## src/tsr_pkg.sv

```systemverilog
/*
  Timing signal routing: shared constants, plus the per-signal source selector.
  Assumes one 10 MHz clock; selector inputs are already synchronised.
*/

// ----------------------------------------------------------------
// Constants
// ----------------------------------------------------------------
package tsr_pkg;
  localparam int unsigned NSIG   = 13;             // Internal timing signals
  localparam int unsigned NPFI   = 10;             // Function pins
  localparam int unsigned NTTL   = 5;              // Backplane TTL trigger lines used
  localparam int unsigned NECL   = 2;              // Backplane ECL trigger lines used
  localparam int unsigned NTRIG  = NTTL + NECL;    // At most seven trigger lines
  localparam int unsigned NEXT   = NTRIG + NPFI;   // Synchronised external inputs
  localparam int unsigned SELW   = 5;
  localparam int unsigned LINEW  = 3;

  typedef logic [SELW-1:0] tsr_sel_t;

  // Source codes: trigger lines, then function pins, then internal sources
  localparam tsr_sel_t SRC_TTL0 = 5'h00;
  localparam tsr_sel_t SRC_ECL0 = 5'h05;
  localparam tsr_sel_t SRC_FPIN0 = 5'h07;
  localparam tsr_sel_t SRC_OWN  = 5'h11;           // Signal's own internal generator
  localparam tsr_sel_t SRC_SITC = 5'h12;           // Sample interval terminal count
  localparam tsr_sel_t SRC_GC0  = 5'h13;           // General counter 0 output
  localparam tsr_sel_t SEL_RST  = SRC_OWN;

  localparam int unsigned CONV_IDX   = 2;          // Conversion strobe index and pin
  localparam int unsigned UPDATE_IDX = 5;          // Output refresh strobe index and pin
  localparam logic [NPFI-1:0]  FPIN_INV    = 10'h024; // Pins driven active low
  localparam logic [NPFI-1:0]  FPIN_EN_RST = 10'h000;
  localparam logic [NTRIG-1:0] TRIG_EN_RST = 7'h00;
  localparam logic [LINEW-1:0] TB_LINE_RST = 3'h0;
endpackage

`timescale 1ns/1ns

// ----------------------------------------------------------------
// Source selector for one timing signal
// ----------------------------------------------------------------
module tsr_src_sel (
  // Candidate sources
  input  wire logic [tsr_pkg::NTRIG-1:0] trig,
  input  wire logic [tsr_pkg::NPFI-1:0]  fpin,
  input  wire logic                      own_sig,
  input  wire logic                      sitc,
  input  wire logic                      gc0,
  // Selection and result
  input  wire tsr_pkg::tsr_sel_t         sel,
  output logic                           y
);
  // Pick one candidate; unknown codes give a quiet low
  always_comb begin
    y = 1'b0;
    if (sel < tsr_pkg::SRC_FPIN0) begin
      y = trig[sel[2:0]];
    end else if (sel < tsr_pkg::SRC_OWN) begin
      y = fpin[4'(sel - tsr_pkg::SRC_FPIN0)];
    end else if (sel == tsr_pkg::SRC_OWN) begin
      y = own_sig;
    end else if (sel == tsr_pkg::SRC_SITC) begin
      y = sitc;
    end else if (sel == tsr_pkg::SRC_GC0) begin
      y = gc0;
    end
  end
endmodule // tsr_src_sel

```

## src/tsr_top.sv

```systemverilog
/*
  Timing signal routing top: source muxes for 13 timing signals, function pin
  drivers, trigger line drivers and primary timebase selection.
  Assumes clk at 10 MHz, synchronous active-high rst, pins outside the domain.
*/
// Operation
// - Each of 13 signals has selectable source
// - Conversion strobe sources: triggers, pins, counters
// - All ten function pins reach every selector
// - Several signals may share one pin
// - Per-pin enable drives its assigned signal out
// - Software picks internal or trigger-line timebase
// - Internal timebase may drive a trigger line
// - Startup: internal timebase, no timebase drive
// - At most seven trigger lines used
// - Conversion strobe falls on its pin
`timescale 1ns/1ns

module tsr_top (
  // Clock and reset
  input  wire logic                                     clk,
  input  wire logic                                     rst,
  // Function pins
  input  wire logic [tsr_pkg::NPFI-1:0]                 fpin_in,
  output logic      [tsr_pkg::NPFI-1:0]                 fpin_out,
  output logic      [tsr_pkg::NPFI-1:0]                 fpin_oe,
  // Backplane trigger lines
  input  wire logic [tsr_pkg::NTRIG-1:0]                trig_in,
  output logic      [tsr_pkg::NTRIG-1:0]                trig_out,
  output logic      [tsr_pkg::NTRIG-1:0]                trig_oe,
  // Internal sources
  input  wire logic [tsr_pkg::NSIG-1:0]                 own_sig,
  input  wire logic                                     sample_interval_terminal_count,
  input  wire logic                                     general_counter0_output,
  // Configuration load
  input  wire logic                                     cfg_wr,
  input  wire logic [tsr_pkg::NSIG-1:0][tsr_pkg::SELW-1:0] sel_in,
  input  wire logic [tsr_pkg::NPFI-1:0]                 fpin_en_in,
  input  wire logic [tsr_pkg::NTRIG-1:0]                trig_en_in,
  input  wire logic                                     tb_ext_in,
  input  wire logic                                     tb_drv_in,
  input  wire logic [tsr_pkg::LINEW-1:0]                tb_line_in,
  // Routed timing signals and timebase control
  output logic      [tsr_pkg::NSIG-1:0]                 timing_sig,
  output logic                                          tb_use_external,
  output logic      [tsr_pkg::LINEW-1:0]                tb_line,
  output logic                                          tb_drive_oe
);

  // ----------------------------------------------------------------
  // State
  // ----------------------------------------------------------------
  typedef struct packed {
    logic [tsr_pkg::NEXT-1:0]                    s1;
    logic [tsr_pkg::NEXT-1:0]                    s2;
    logic [tsr_pkg::NEXT-1:0]                    s3;
    logic [tsr_pkg::NEXT-1:0]                    filt;
    logic [tsr_pkg::NSIG-1:0][tsr_pkg::SELW-1:0] sel;
    logic [tsr_pkg::NPFI-1:0]                    fpin_en;
    logic [tsr_pkg::NTRIG-1:0]                   trig_en;
    logic                                        tb_ext;
    logic                                        tb_drv;
    logic [tsr_pkg::LINEW-1:0]                   tb_line;
    logic [tsr_pkg::NSIG-1:0]                    route;
    logic [tsr_pkg::NPFI-1:0]                    fpin_out;
    logic [tsr_pkg::NTRIG-1:0]                   trig_out;
  } tsr_state_s;

  tsr_state_s q;
  tsr_state_s d;
  logic [tsr_pkg::NSIG-1:0] sel_y;
  logic [tsr_pkg::NEXT-1:0] differ;
  logic [tsr_pkg::NTRIG-1:0] tb_mask;

  // ----------------------------------------------------------------
  // Source selectors
  // ----------------------------------------------------------------
  // One mux per signal, all fed from the same filtered pins
  for (genvar i = 0; i < tsr_pkg::NSIG; i++) begin : g_sel
    tsr_src_sel u_sel (
      .trig    (q.filt[tsr_pkg::NTRIG-1:0]),
      .fpin    (q.filt[tsr_pkg::NEXT-1:tsr_pkg::NTRIG]),
      .own_sig (own_sig[i]),
      .sitc    (sample_interval_terminal_count),
      .gc0     (general_counter0_output),
      .sel     (q.sel[i]),
      .y       (sel_y[i])
    );
  end

  // Trigger line driven with the internal timebase is withheld from signal driving
  always_comb begin
    tb_mask = '0;
    if (q.tb_drv && !q.tb_ext) begin
      tb_mask[q.tb_line] = 1'b1;
    end
  end

  assign differ = q.s2 ^ q.s3;

  // ----------------------------------------------------------------
  // Next state
  // ----------------------------------------------------------------
  always_comb begin
    d      = q;
    d.s1   = {fpin_in, trig_in};
    d.s2   = q.s1;
    d.s3   = q.s2;
    // Accept a level once stages two and three agree
    d.filt = (~differ & q.s2) | (differ & q.filt);
    d.route = sel_y;
    // Each pin carries its own timing signal, strobes inverted
    for (int k = 0; k < tsr_pkg::NPFI; k++) begin
      d.fpin_out[k] = q.route[k] ^ tsr_pkg::FPIN_INV[k];
    end
    for (int k = 0; k < tsr_pkg::NTRIG; k++) begin
      d.trig_out[k] = q.route[k];
    end
    if (cfg_wr) begin
      d.sel     = sel_in;
      d.fpin_en = fpin_en_in;
      d.trig_en = trig_en_in;
      d.tb_ext  = tb_ext_in;
      d.tb_drv  = tb_drv_in;
      d.tb_line = tb_line_in;
    end
    if (rst) begin
      d         = '0;
      for (int i = 0; i < tsr_pkg::NSIG; i++) begin
        d.sel[i] = tsr_pkg::SEL_RST;
      end
      d.fpin_en = tsr_pkg::FPIN_EN_RST;
      // Pins rest at their inactive level, so no false strobe edge at release
      d.fpin_out = tsr_pkg::FPIN_INV;
      d.trig_en = tsr_pkg::TRIG_EN_RST;
      d.tb_ext  = 1'b0;
      d.tb_drv  = 1'b0;
      d.tb_line = tsr_pkg::TB_LINE_RST;
    end
  end

  // Register the whole state
  always_ff @(posedge clk) begin
    q <= d;
  end

  // ----------------------------------------------------------------
  // Outputs
  // ----------------------------------------------------------------
  assign timing_sig      = q.route;
  assign fpin_out        = q.fpin_out;
  assign fpin_oe         = q.fpin_en;
  assign trig_out        = q.trig_out;
  assign trig_oe         = q.trig_en & ~tb_mask;
  assign tb_use_external = q.tb_ext;
  assign tb_line         = q.tb_line;
  assign tb_drive_oe     = q.tb_drv & ~q.tb_ext;

  // ----------------------------------------------------------------
  // Assertions
  // ----------------------------------------------------------------
  reset_drivers_off_a: assert property (@(posedge clk)
    rst |=> (fpin_oe == '0) && (trig_oe == '0) && !tb_drive_oe)
    else $error("Drivers on after reset");

  reset_internal_tb_a: assert property (@(posedge clk)
    rst ##1 !cfg_wr [*2] |-> !tb_use_external && !tb_drive_oe)
    else $error("Timebase not internal after reset");

  tb_drive_internal_a: assert property (@(posedge clk) disable iff (rst)
    tb_drive_oe |-> !tb_use_external && !trig_oe[tb_line])
    else $error("Timebase driven while external");

  tb_select_a: assert property (@(posedge clk) disable iff (rst)
    $changed(tb_use_external) && !$past(rst) |->
      $past(cfg_wr) && (tb_use_external == $past(tb_ext_in)))
    else $error("Timebase changed without load");

  pin_enable_a: assert property (@(posedge clk) disable iff (rst)
    cfg_wr ##1 !cfg_wr |-> fpin_oe == $past(fpin_en_in))
    else $error("Pin enable not loaded");

  conv_falls_a: assert property (@(posedge clk) disable iff (rst)
    $rose(timing_sig[tsr_pkg::CONV_IDX]) |=> $fell(fpin_out[tsr_pkg::CONV_IDX]))
    else $error("Conversion strobe did not fall on pin");

  conv_counter_a: assert property (@(posedge clk) disable iff (rst)
    (q.sel[tsr_pkg::CONV_IDX] == tsr_pkg::SRC_SITC) |=>
      timing_sig[tsr_pkg::CONV_IDX] == $past(sample_interval_terminal_count))
    else $error("Conversion strobe not from counter");

  pin_source_a: assert property (@(posedge clk) disable iff (rst)
    (q.sel[0] == tsr_pkg::SRC_FPIN0 + tsr_pkg::SELW'(9)) |=>
      timing_sig[0] == $past(q.filt[tsr_pkg::NEXT-1]))
    else $error("Pin nine not routed");

  shared_pin_a: assert property (@(posedge clk) disable iff (rst)
    (q.sel[0] == q.sel[1]) && (q.sel[0] >= tsr_pkg::SRC_FPIN0) &&
      (q.sel[0] < tsr_pkg::SRC_OWN) |=> timing_sig[0] == timing_sig[1])
    else $error("Shared pin gave different results");

  own_source_a: assert property (@(posedge clk) disable iff (rst)
    (q.sel[12] == tsr_pkg::SRC_OWN) |=> timing_sig[12] == $past(own_sig[12]))
    else $error("Internal source not routed");

  filter_agree_a: assert property (@(posedge clk) disable iff (rst)
    !$past(rst) |->
      (((q.filt ^ $past(q.filt)) & ($past(q.s2) ^ $past(q.s3))) == '0) &&
      (((q.filt ^ $past(q.filt)) & (q.filt ^ $past(q.s2))) == '0))
    else $error("Input accepted before stages agreed");

  conv_pin_cover: cover property (@(posedge clk) disable iff (rst)
    fpin_oe[tsr_pkg::CONV_IDX] && $fell(fpin_out[tsr_pkg::CONV_IDX]));
  tb_drive_cover: cover property (@(posedge clk) disable iff (rst) $rose(tb_drive_oe));
  ext_tb_cover: cover property (@(posedge clk) disable iff (rst) $rose(tb_use_external));
  shared_cover: cover property (@(posedge clk) disable iff (rst)
    (q.sel[0] == tsr_pkg::SRC_FPIN0) && (q.sel[1] == tsr_pkg::SRC_FPIN0));

endmodule // tsr_top

```

## config.mk

```make
export PLATFORM = sky130hd
export DESIGN_NAME = tsr_top
export DESIGN_NICKNAME = d
export VERILOG_FILES = /design/src/tsr_pkg.sv /design/src/tsr_top.sv
export SDC_FILE = /design/constraint.sdc
export NUM_CORES = 1
export LEC_CHECK = 0
export ABC_AREA = 1
export BUFFER_PORTS_ARGS = -buffer_cell sky130_fd_sc_hd__buf_2
export CORE_MARGIN = 2
export CORE_UTILIZATION = 45
export DETAILED_ROUTE_END_ITERATION = 8
export MAX_ROUTING_LAYER = met4
export PLACE_DENSITY = 0.73
export SYNTH_ARGS = -nofsm -noshare
export SYNTH_HDL_FRONTEND = slang
export SYNTH_SLANG_ARGS = --single-unit
```

## constraint.sdc

```tcl
create_clock -name clk -period 3.3 [get_ports clk]
set_clock_uncertainty 0.05 [all_clocks]
set_input_delay 0.33 -clock clk [delete_from_list [all_inputs] [get_ports clk]]
set_output_delay 0.33 -clock clk [all_outputs]
set_load 0.01 [all_outputs]
```

==> qor.txt, run 1 <==
Utilization after layout = 51.4%
Routed Antenna Nets = 0
Reg2Reg Setup Slack = 1.16 ns
Min-Delay Path Class = input port to register
Arr. time, crit path = 2.36 ns
Critical Path Max Stage Delay = 0.62 ns
Clock sink total = 180
Leakage = 4.94 nW
Sequential share of the synthesized area = 37.2%
GR Layer Usage met3 = 4.70%
Worst Setup Start Kind = register
Initial antenna violation count = 0
I/O pins = 174
DP Cell Count = 1710
GR Layer Usage met1 = 29.8%
NumNets Final = 1615
Die height = 151 microns
Syn Inst Count = 1373
GRT met2 Usage = 36.9%
Synth unique cells = 29
Setup ws final = 1.16 ns
CTS tree = built
Status = finished, final reports clean
Setup TNS Final = 0 ns
Critical Path Fanout Max = 17
Final period util = 64.7%
Peak supply drop = 0.000358 V
Pwr/cell area = 489 nW/um^2
CP Class = register to register
Via/cell ratio = 5.34
Worst r2r path cells = 11
Post CTS Setup Buffer Count = 0
Cell breakdown of the critical path = inv_1, ha_1, inv_1, a21oi_1, o21ai_0, nand3_1, nand3b_1, nand2_1, nand2_1, nand2_1, a21oi_1
Die X = 151 microns
Hold Violations, Final = 0
Yosys synthesis warning count = 0
Core ar. = 21100 sq um
Busiest metal layer after global routing = met2
Crit Reg-Reg Endpoint = timing_sig[2]
Initial Util = 45.9%
Detailed placement HPWL = 16.9 mm
Worst setup path start = q[62]
CTS max path bufs = 2
Layout Area Growth over Synthesis = 11.9%
Place WS = 1.23 ns
Maxcap violations = 0
Vias in the first global route = 8280
Worst path most repeated cell = nand2_1
H-tree depth = 4
Root buf cell = clkbuf_16
Reg2reg start = q[62]
Layout filler cell count = 2126
Resized cells post-CTS = 0
First-pass detailed-route iteration total = 6
GR Overflow Total = 0
Setup Viol. Count Final = 0
Unrepaired setup endpoints after global routing = false
Wirelength, routed = 26.0 mm
Clk slew on worst S/H paths = 0.07 ns
First-pass GRT wire length = 40.8 mm
Syn Nets = 1534
Crit path time final = 2.14 ns
Multi-input gate area = 4730 sq um
GR Util All Layers = 23.2%
Num rows = 53
Cell area after synthesis = 9690 sq um
GPL Wtd Cong = 0.859
Share of layout cells above drive strength 1 = 15.1%
FF+latch area = 3600 sq um
Syn_area_per_cell = 7.06 sq um
CP max stage cell = dfxtp_1
Total CTS buffers = 17
DRT iter0 DRCs = 703
Max Slew Vio Count = 0
Clock insertion delay at the later pin of the skew report = 0.44 ns
DIE AREA = 22700 sq um
Slew HR = 34.5%
Port Buffers = 173
Critical Path End Type = register
#FFs+latches synth = 180
Routed length per placed instance = 14.9 microns
Crit path required time = 3.53 ns
Post-Layout Cell Count = 1743
Remaining DRCs = 0
Slew @ Worst Pin = 0.983 ns
Largest net degree at the start of global routing = 88
Critical path endpoint = timing_sig[2]
Power Total = 0.00530 W
Hold_buf cts = 0
Vias post-DR = 9303
Fmax = 0.468 GHz
registers in the layout (all words and copies together) (netlist names), named ones only:
register	flops
tb_line	3
trig_out	2
fpin_out	10
q	124
fpin_oe	10
timing_sig	13
tb_use_external	1
Yosys cell counts, drive strengths merged:
cell type  number  area [sq um]
o211ai         10          75.1
dfxtp         180          3600
buf            81           573
a31oi          26           163
nand3          94           470
a21boi          3          22.5
nand2         147           552
a211oi          4          30.0
nand3b          6          45.0
inv           169           637
clkinv          1          3.75
xnor2          13           114
o21ai         185           933
ha             39           488
nor3            1          5.00
o31ai           4          30.0
clkbuf         37           144
xor2           19           166
o2111ai        13           114
nor2          150           563
a21oi         191           956
layout make-up:
cell class | instances | share of cell area [%]
antenna | 1 | 0.0231
sequential | 180 | 33.2
clock buffer | 17 | 3.93
timing repair buffer | 180 | 8.61
multi-input combinational | 905 | 43.6
inverter | 170 | 5.91
clock inverter | 15 | 1.49
tap | 275 | 3.17
routing by layer:
metal / wire length [microns] / vias up
met5: 0 / -
met3: 2070 / 56
met4: 621 / 0
met2: 11800 / 381
met1: 11600 / 4208
li1: - / 4658
worst min-delay path by stage:
stage	to	slack, ns	start	cells after the start
final	q[178]	0.04	fpin_in[3]	3
after global routing	q[178]	0.03	fpin_in[3]	3
after CTS	q[178]	0.03	fpin_in[3]	3
after detailed placement	q[159]	0.34	q[176]	2
after global placement	q[151]	0.35	q[168]	2
after floorplan	fpin_out[2]	0.34	timing_sig[2]	1
power breakdown:
group          total (W)  internal [W]  switching (W)  leakage, nW
logic           0.000832      0.000341       0.000491         3.16
clock network    0.00204       0.00108       0.000958        0.295
registers        0.00243       0.00230       0.000129         1.49
per-stage QoR:
step / cell area (sq um) / hold slack [ns]
4_1_cts: 10800 / 0.0297
3_3_place_gp: 10200 / 0.345
2_1_floorplan: 9690 / 0.336
5_1_grt: 10800 / 0.0299
3_5_place_dp: 10200 / 0.343
6_report: 10800 / 0.0434
logic make-up (layout without fill, tap and decap cells):
group	count (synthesis)	in the layout	synth area share, %
compound gates	436	436	24.0
simple gates	398	398	16.9
buf+inv	288	382	14.0
flops	180	180	37.2
fa+ha+maj	39	39	5.04
xor+xnor	32	32	2.89
other cells	0	1	0
cell usage in the layout (no fill, tap or decap):
| cell type | netlist | layout |
|---|---|---|
| bufinv_16 | 0 | 1 |
| ha_1 | 39 | 39 |
| a21oi_1 | 191 | 191 |
| nor3_1 | 1 | 1 |
| nor2_1 | 150 | 150 |
| inv_2 | 6 | 7 |
| xor2_1 | 19 | 19 |
| clkinv_8 | 0 | 1 |
| nand3_1 | 94 | 94 |
| dfxtp_1 | 180 | 180 |
| clkinv_2 | 0 | 3 |
| clkbuf_16 | 0 | 17 |
| o2111ai_1 | 13 | 13 |
| a21boi_0 | 3 | 3 |
| a211oi_1 | 4 | 4 |
| nand3b_1 | 6 | 6 |
| o211ai_1 | 10 | 10 |
| a31oi_1 | 26 | 26 |
| o21ai_1 | 3 | 3 |
| buf_12 | 0 | 1 |
| buf_4 | 44 | 7 |
| o21ai_2 | 2 | 2 |
| inv_8 | 0 | 5 |
| clkinv_4 | 0 | 1 |
| nand2_1 | 147 | 147 |
| buf_2 | 23 | 172 |
| inv_4 | 1 | 1 |
| diode_2 | 0 | 1 |
| o21ai_0 | 180 | 180 |
| inv_6 | 0 | 4 |
| inv_1 | 162 | 162 |
| o31ai_1 | 4 | 4 |
| xnor2_1 | 13 | 13 |
worst max-delay path, delay by kind of cell, from the launching register on:
kind	cells	cell delay, ns
buffers and inverters	2	0.29
AO/OA/AOI/OAI	3	0.25
flip-flops	1	0.62
AND/OR/NAND/NOR	5	0.36
adder cells (fa/ha/maj)	1	0.40
(Power assumes the default switching activity.)
==> inputs of run 2 (changes only) <==
clock period = 2.1 ns   (was 3.3 ns; I/O delays follow)
==> run 2 against run 1 <==
Combinational power increased by 80%. Fmax increased by 17%. Register-to-register slack got worse by 0.89 ns. First-iteration DRC count increased by 9.8%. Largest power group unchanged. Worst hold slack got worse by 0.036 ns.
==> qor.txt, run 2 (synthesis gave the netlist of run 1 again) <==
Status = finished, final reports clean
CTS max path bufs = 2
Via/cell ratio = 5.25
Port Buffers = 173
Net switching power figure = 0.00253 W
Unrepaired setup endpoints after global routing = false
Setup TNS Final = 0 ns
Largest net degree at the start of global routing = 88
First-pass detailed-route iteration total = 6
Remaining DRCs = 0
Min-Delay Path Class = input port to register
Final period util = 86.8%
Die X = 151 microns
GR Util All Layers = 24.7%
DP Cell Count = 1743
Sequential group share of total power = 45.0%
Share of layout cells above drive strength 1 = 16.2%
Critical Path Fanout Max = 12
Clock power share = 37.1%
Clock insertion delay at the later pin of the skew report = 0.44 ns
I/O pins = 174
DRT iter0 DRCs = 772
CP Class = register to register
CTS tree = built
DIE AREA = 22700 sq um
H-tree depth = 4
Slew HR = 50.8%
Vias post-DR = 9660
Layout Area Growth over Synthesis = 21.3%
Arr. time, crit path = 2.14 ns
Vias in the first global route = 8784
Pwr/cell area = 712 nW/um^2
Slew @ Worst Pin = 0.738 ns
Maxcap violations = 0
Initial antenna violation count = 0
Commonest non-fill, non-tap cell in the layout = a21oi_1
Crit path required time = 2.42 ns
Detailed placement HPWL = 17.9 mm
Top reg by flops = q
Initial Util = 45.9%
GPL Wtd Cong = 0.947
Die height = 151 microns
Max Slew Vio Count = 0
Comb pwr share = 17.9%
Routed Antenna Nets = 0
Post CTS Setup Buffer Count = 0
Clock sink total = 180
NumNets Final = 1712
Critical Path End Type = register
Antenna cells = 0
Most frequent cells in the layout = a21oi_1, o21ai_0, dfxtp_1
Resized cells post-CTS = 0
Hold Violations, Final = 0
Pint = 0.00584 W
Num rows = 53
Total CTS buffers = 17
Worst Setup Start Kind = register
Core ar. = 21100 sq um
Clk slew on worst S/H paths = 0.08 ns
Root buf cell = clkbuf_16
Setup Viol. Count Final = 0
First-pass GRT wire length = 43.4 mm
Post-Layout Cell Count = 1839
Max reg flops = 124
Leakage = 5.37 nW
Peak supply drop = 0.000550 V
Routed length per placed instance = 14.8 microns
Fmax = 0.549 GHz
GR Overflow Total = 0
Switching part of the total = 30.2%
Crit path time final = 1.82 ns
Wirelength, routed = 27.3 mm
==> run 2: cell types whose count changed in the layout (fill, tap and decap cells not counted) <==
cell           before  now
diode_2             1    0
bufinv_16           1    0
buf_4               7   36
clkbuf_1            0    1
clkinv_4            1    2
clkinv_2            3    1
inv_6               4    3
clkinvlp_4          0    2
dlygate4sd3_1       0   64
buf_12              1    5
==> run 2: per-stage QoR <==
step / instance area, sq um / power (W) / setup slack [ns] / util, % / hold WS [ns]
floorplan: 9690 / 0.00487 / 0.446 / - / 0.267
global placement: 10500 / 0.00519 / 0.358 / 50.0 / 0.344
detailed placement: 10500 / 0.00522 / 0.309 / 50.0 / 0.345
CTS: 11800 / 0.00840 / 0.281 / 55.7 / 0.00177
global route: 11800 / 0.00879 / 0.0974 / 55.7 / 0.0126
finish: 11800 / 0.00837 / 0.277 / 55.7 / 0.00778
==> run 2: critical path: stages, from the launching register on <==
cell     delay, ns
dfxtp_1       0.58
inv_4         0.12
ha_1          0.36
inv_1         0.09
nand3_1       0.07
nand3_1       0.09
nand3_1       0.07
nand2_1       0.06
nand2_1       0.04
nand2_1       0.05
nand2_1       0.05
a21oi_1       0.11
==> run 2: layer usage <==
layer / up-vias / global-route usage [%] / routed length, microns
li1: 4868 / - / -
met5: - / - / 0
met3: 54 / 3.76 / 1920
met1: 4350 / 32.4 / 12300
met4: 0 / 8.32 / 644
met2: 388 / 39.0 / 12300
==> run 2: worst paths after layout <==
path         startpoint             to  cells after the start  slack (ns)
min          sel_in[27]          q[79]                      3       0.008
min reg2reg      q[169]         q[152]                      2        0.35
max               q[97]  timing_sig[9]                     11        0.28
max reg2reg       q[97]  timing_sig[9]                     11        0.28
==> run 2: cell type report <==
type,count,area [sq um]
clock buffers,18,429
clock inverters,14,136
fillers,2043,9340
inverters,170,641
multi-input cells,905,4730
flip-flops and latches,180,3600
well taps,275,344
repair buffers,277,1870
==> run 2: power groups by stage <==
| stage | Sequential, W | Combinational, W | Clock (W) |
|---|---|---|---|
| 2_1_floorplan | 0.00380 | 0.00106 | 0 |
| 4_1_cts | 0.00376 | 0.00148 | 0.00315 |
| 6_report | 0.00376 | 0.00150 | 0.00311 |
| 3_3_place_gp | 0.00384 | 0.00136 | 0 |
| 3_5_place_dp | 0.00384 | 0.00138 | 0 |
| 5_1_grt | 0.00379 | 0.00169 | 0.00330 |
==> run 2: repair_timing <==
item,in CTS,in global routing
setup endpoints to repair,0,0
hold endpoints to repair,64,0
hold buffers,64,0
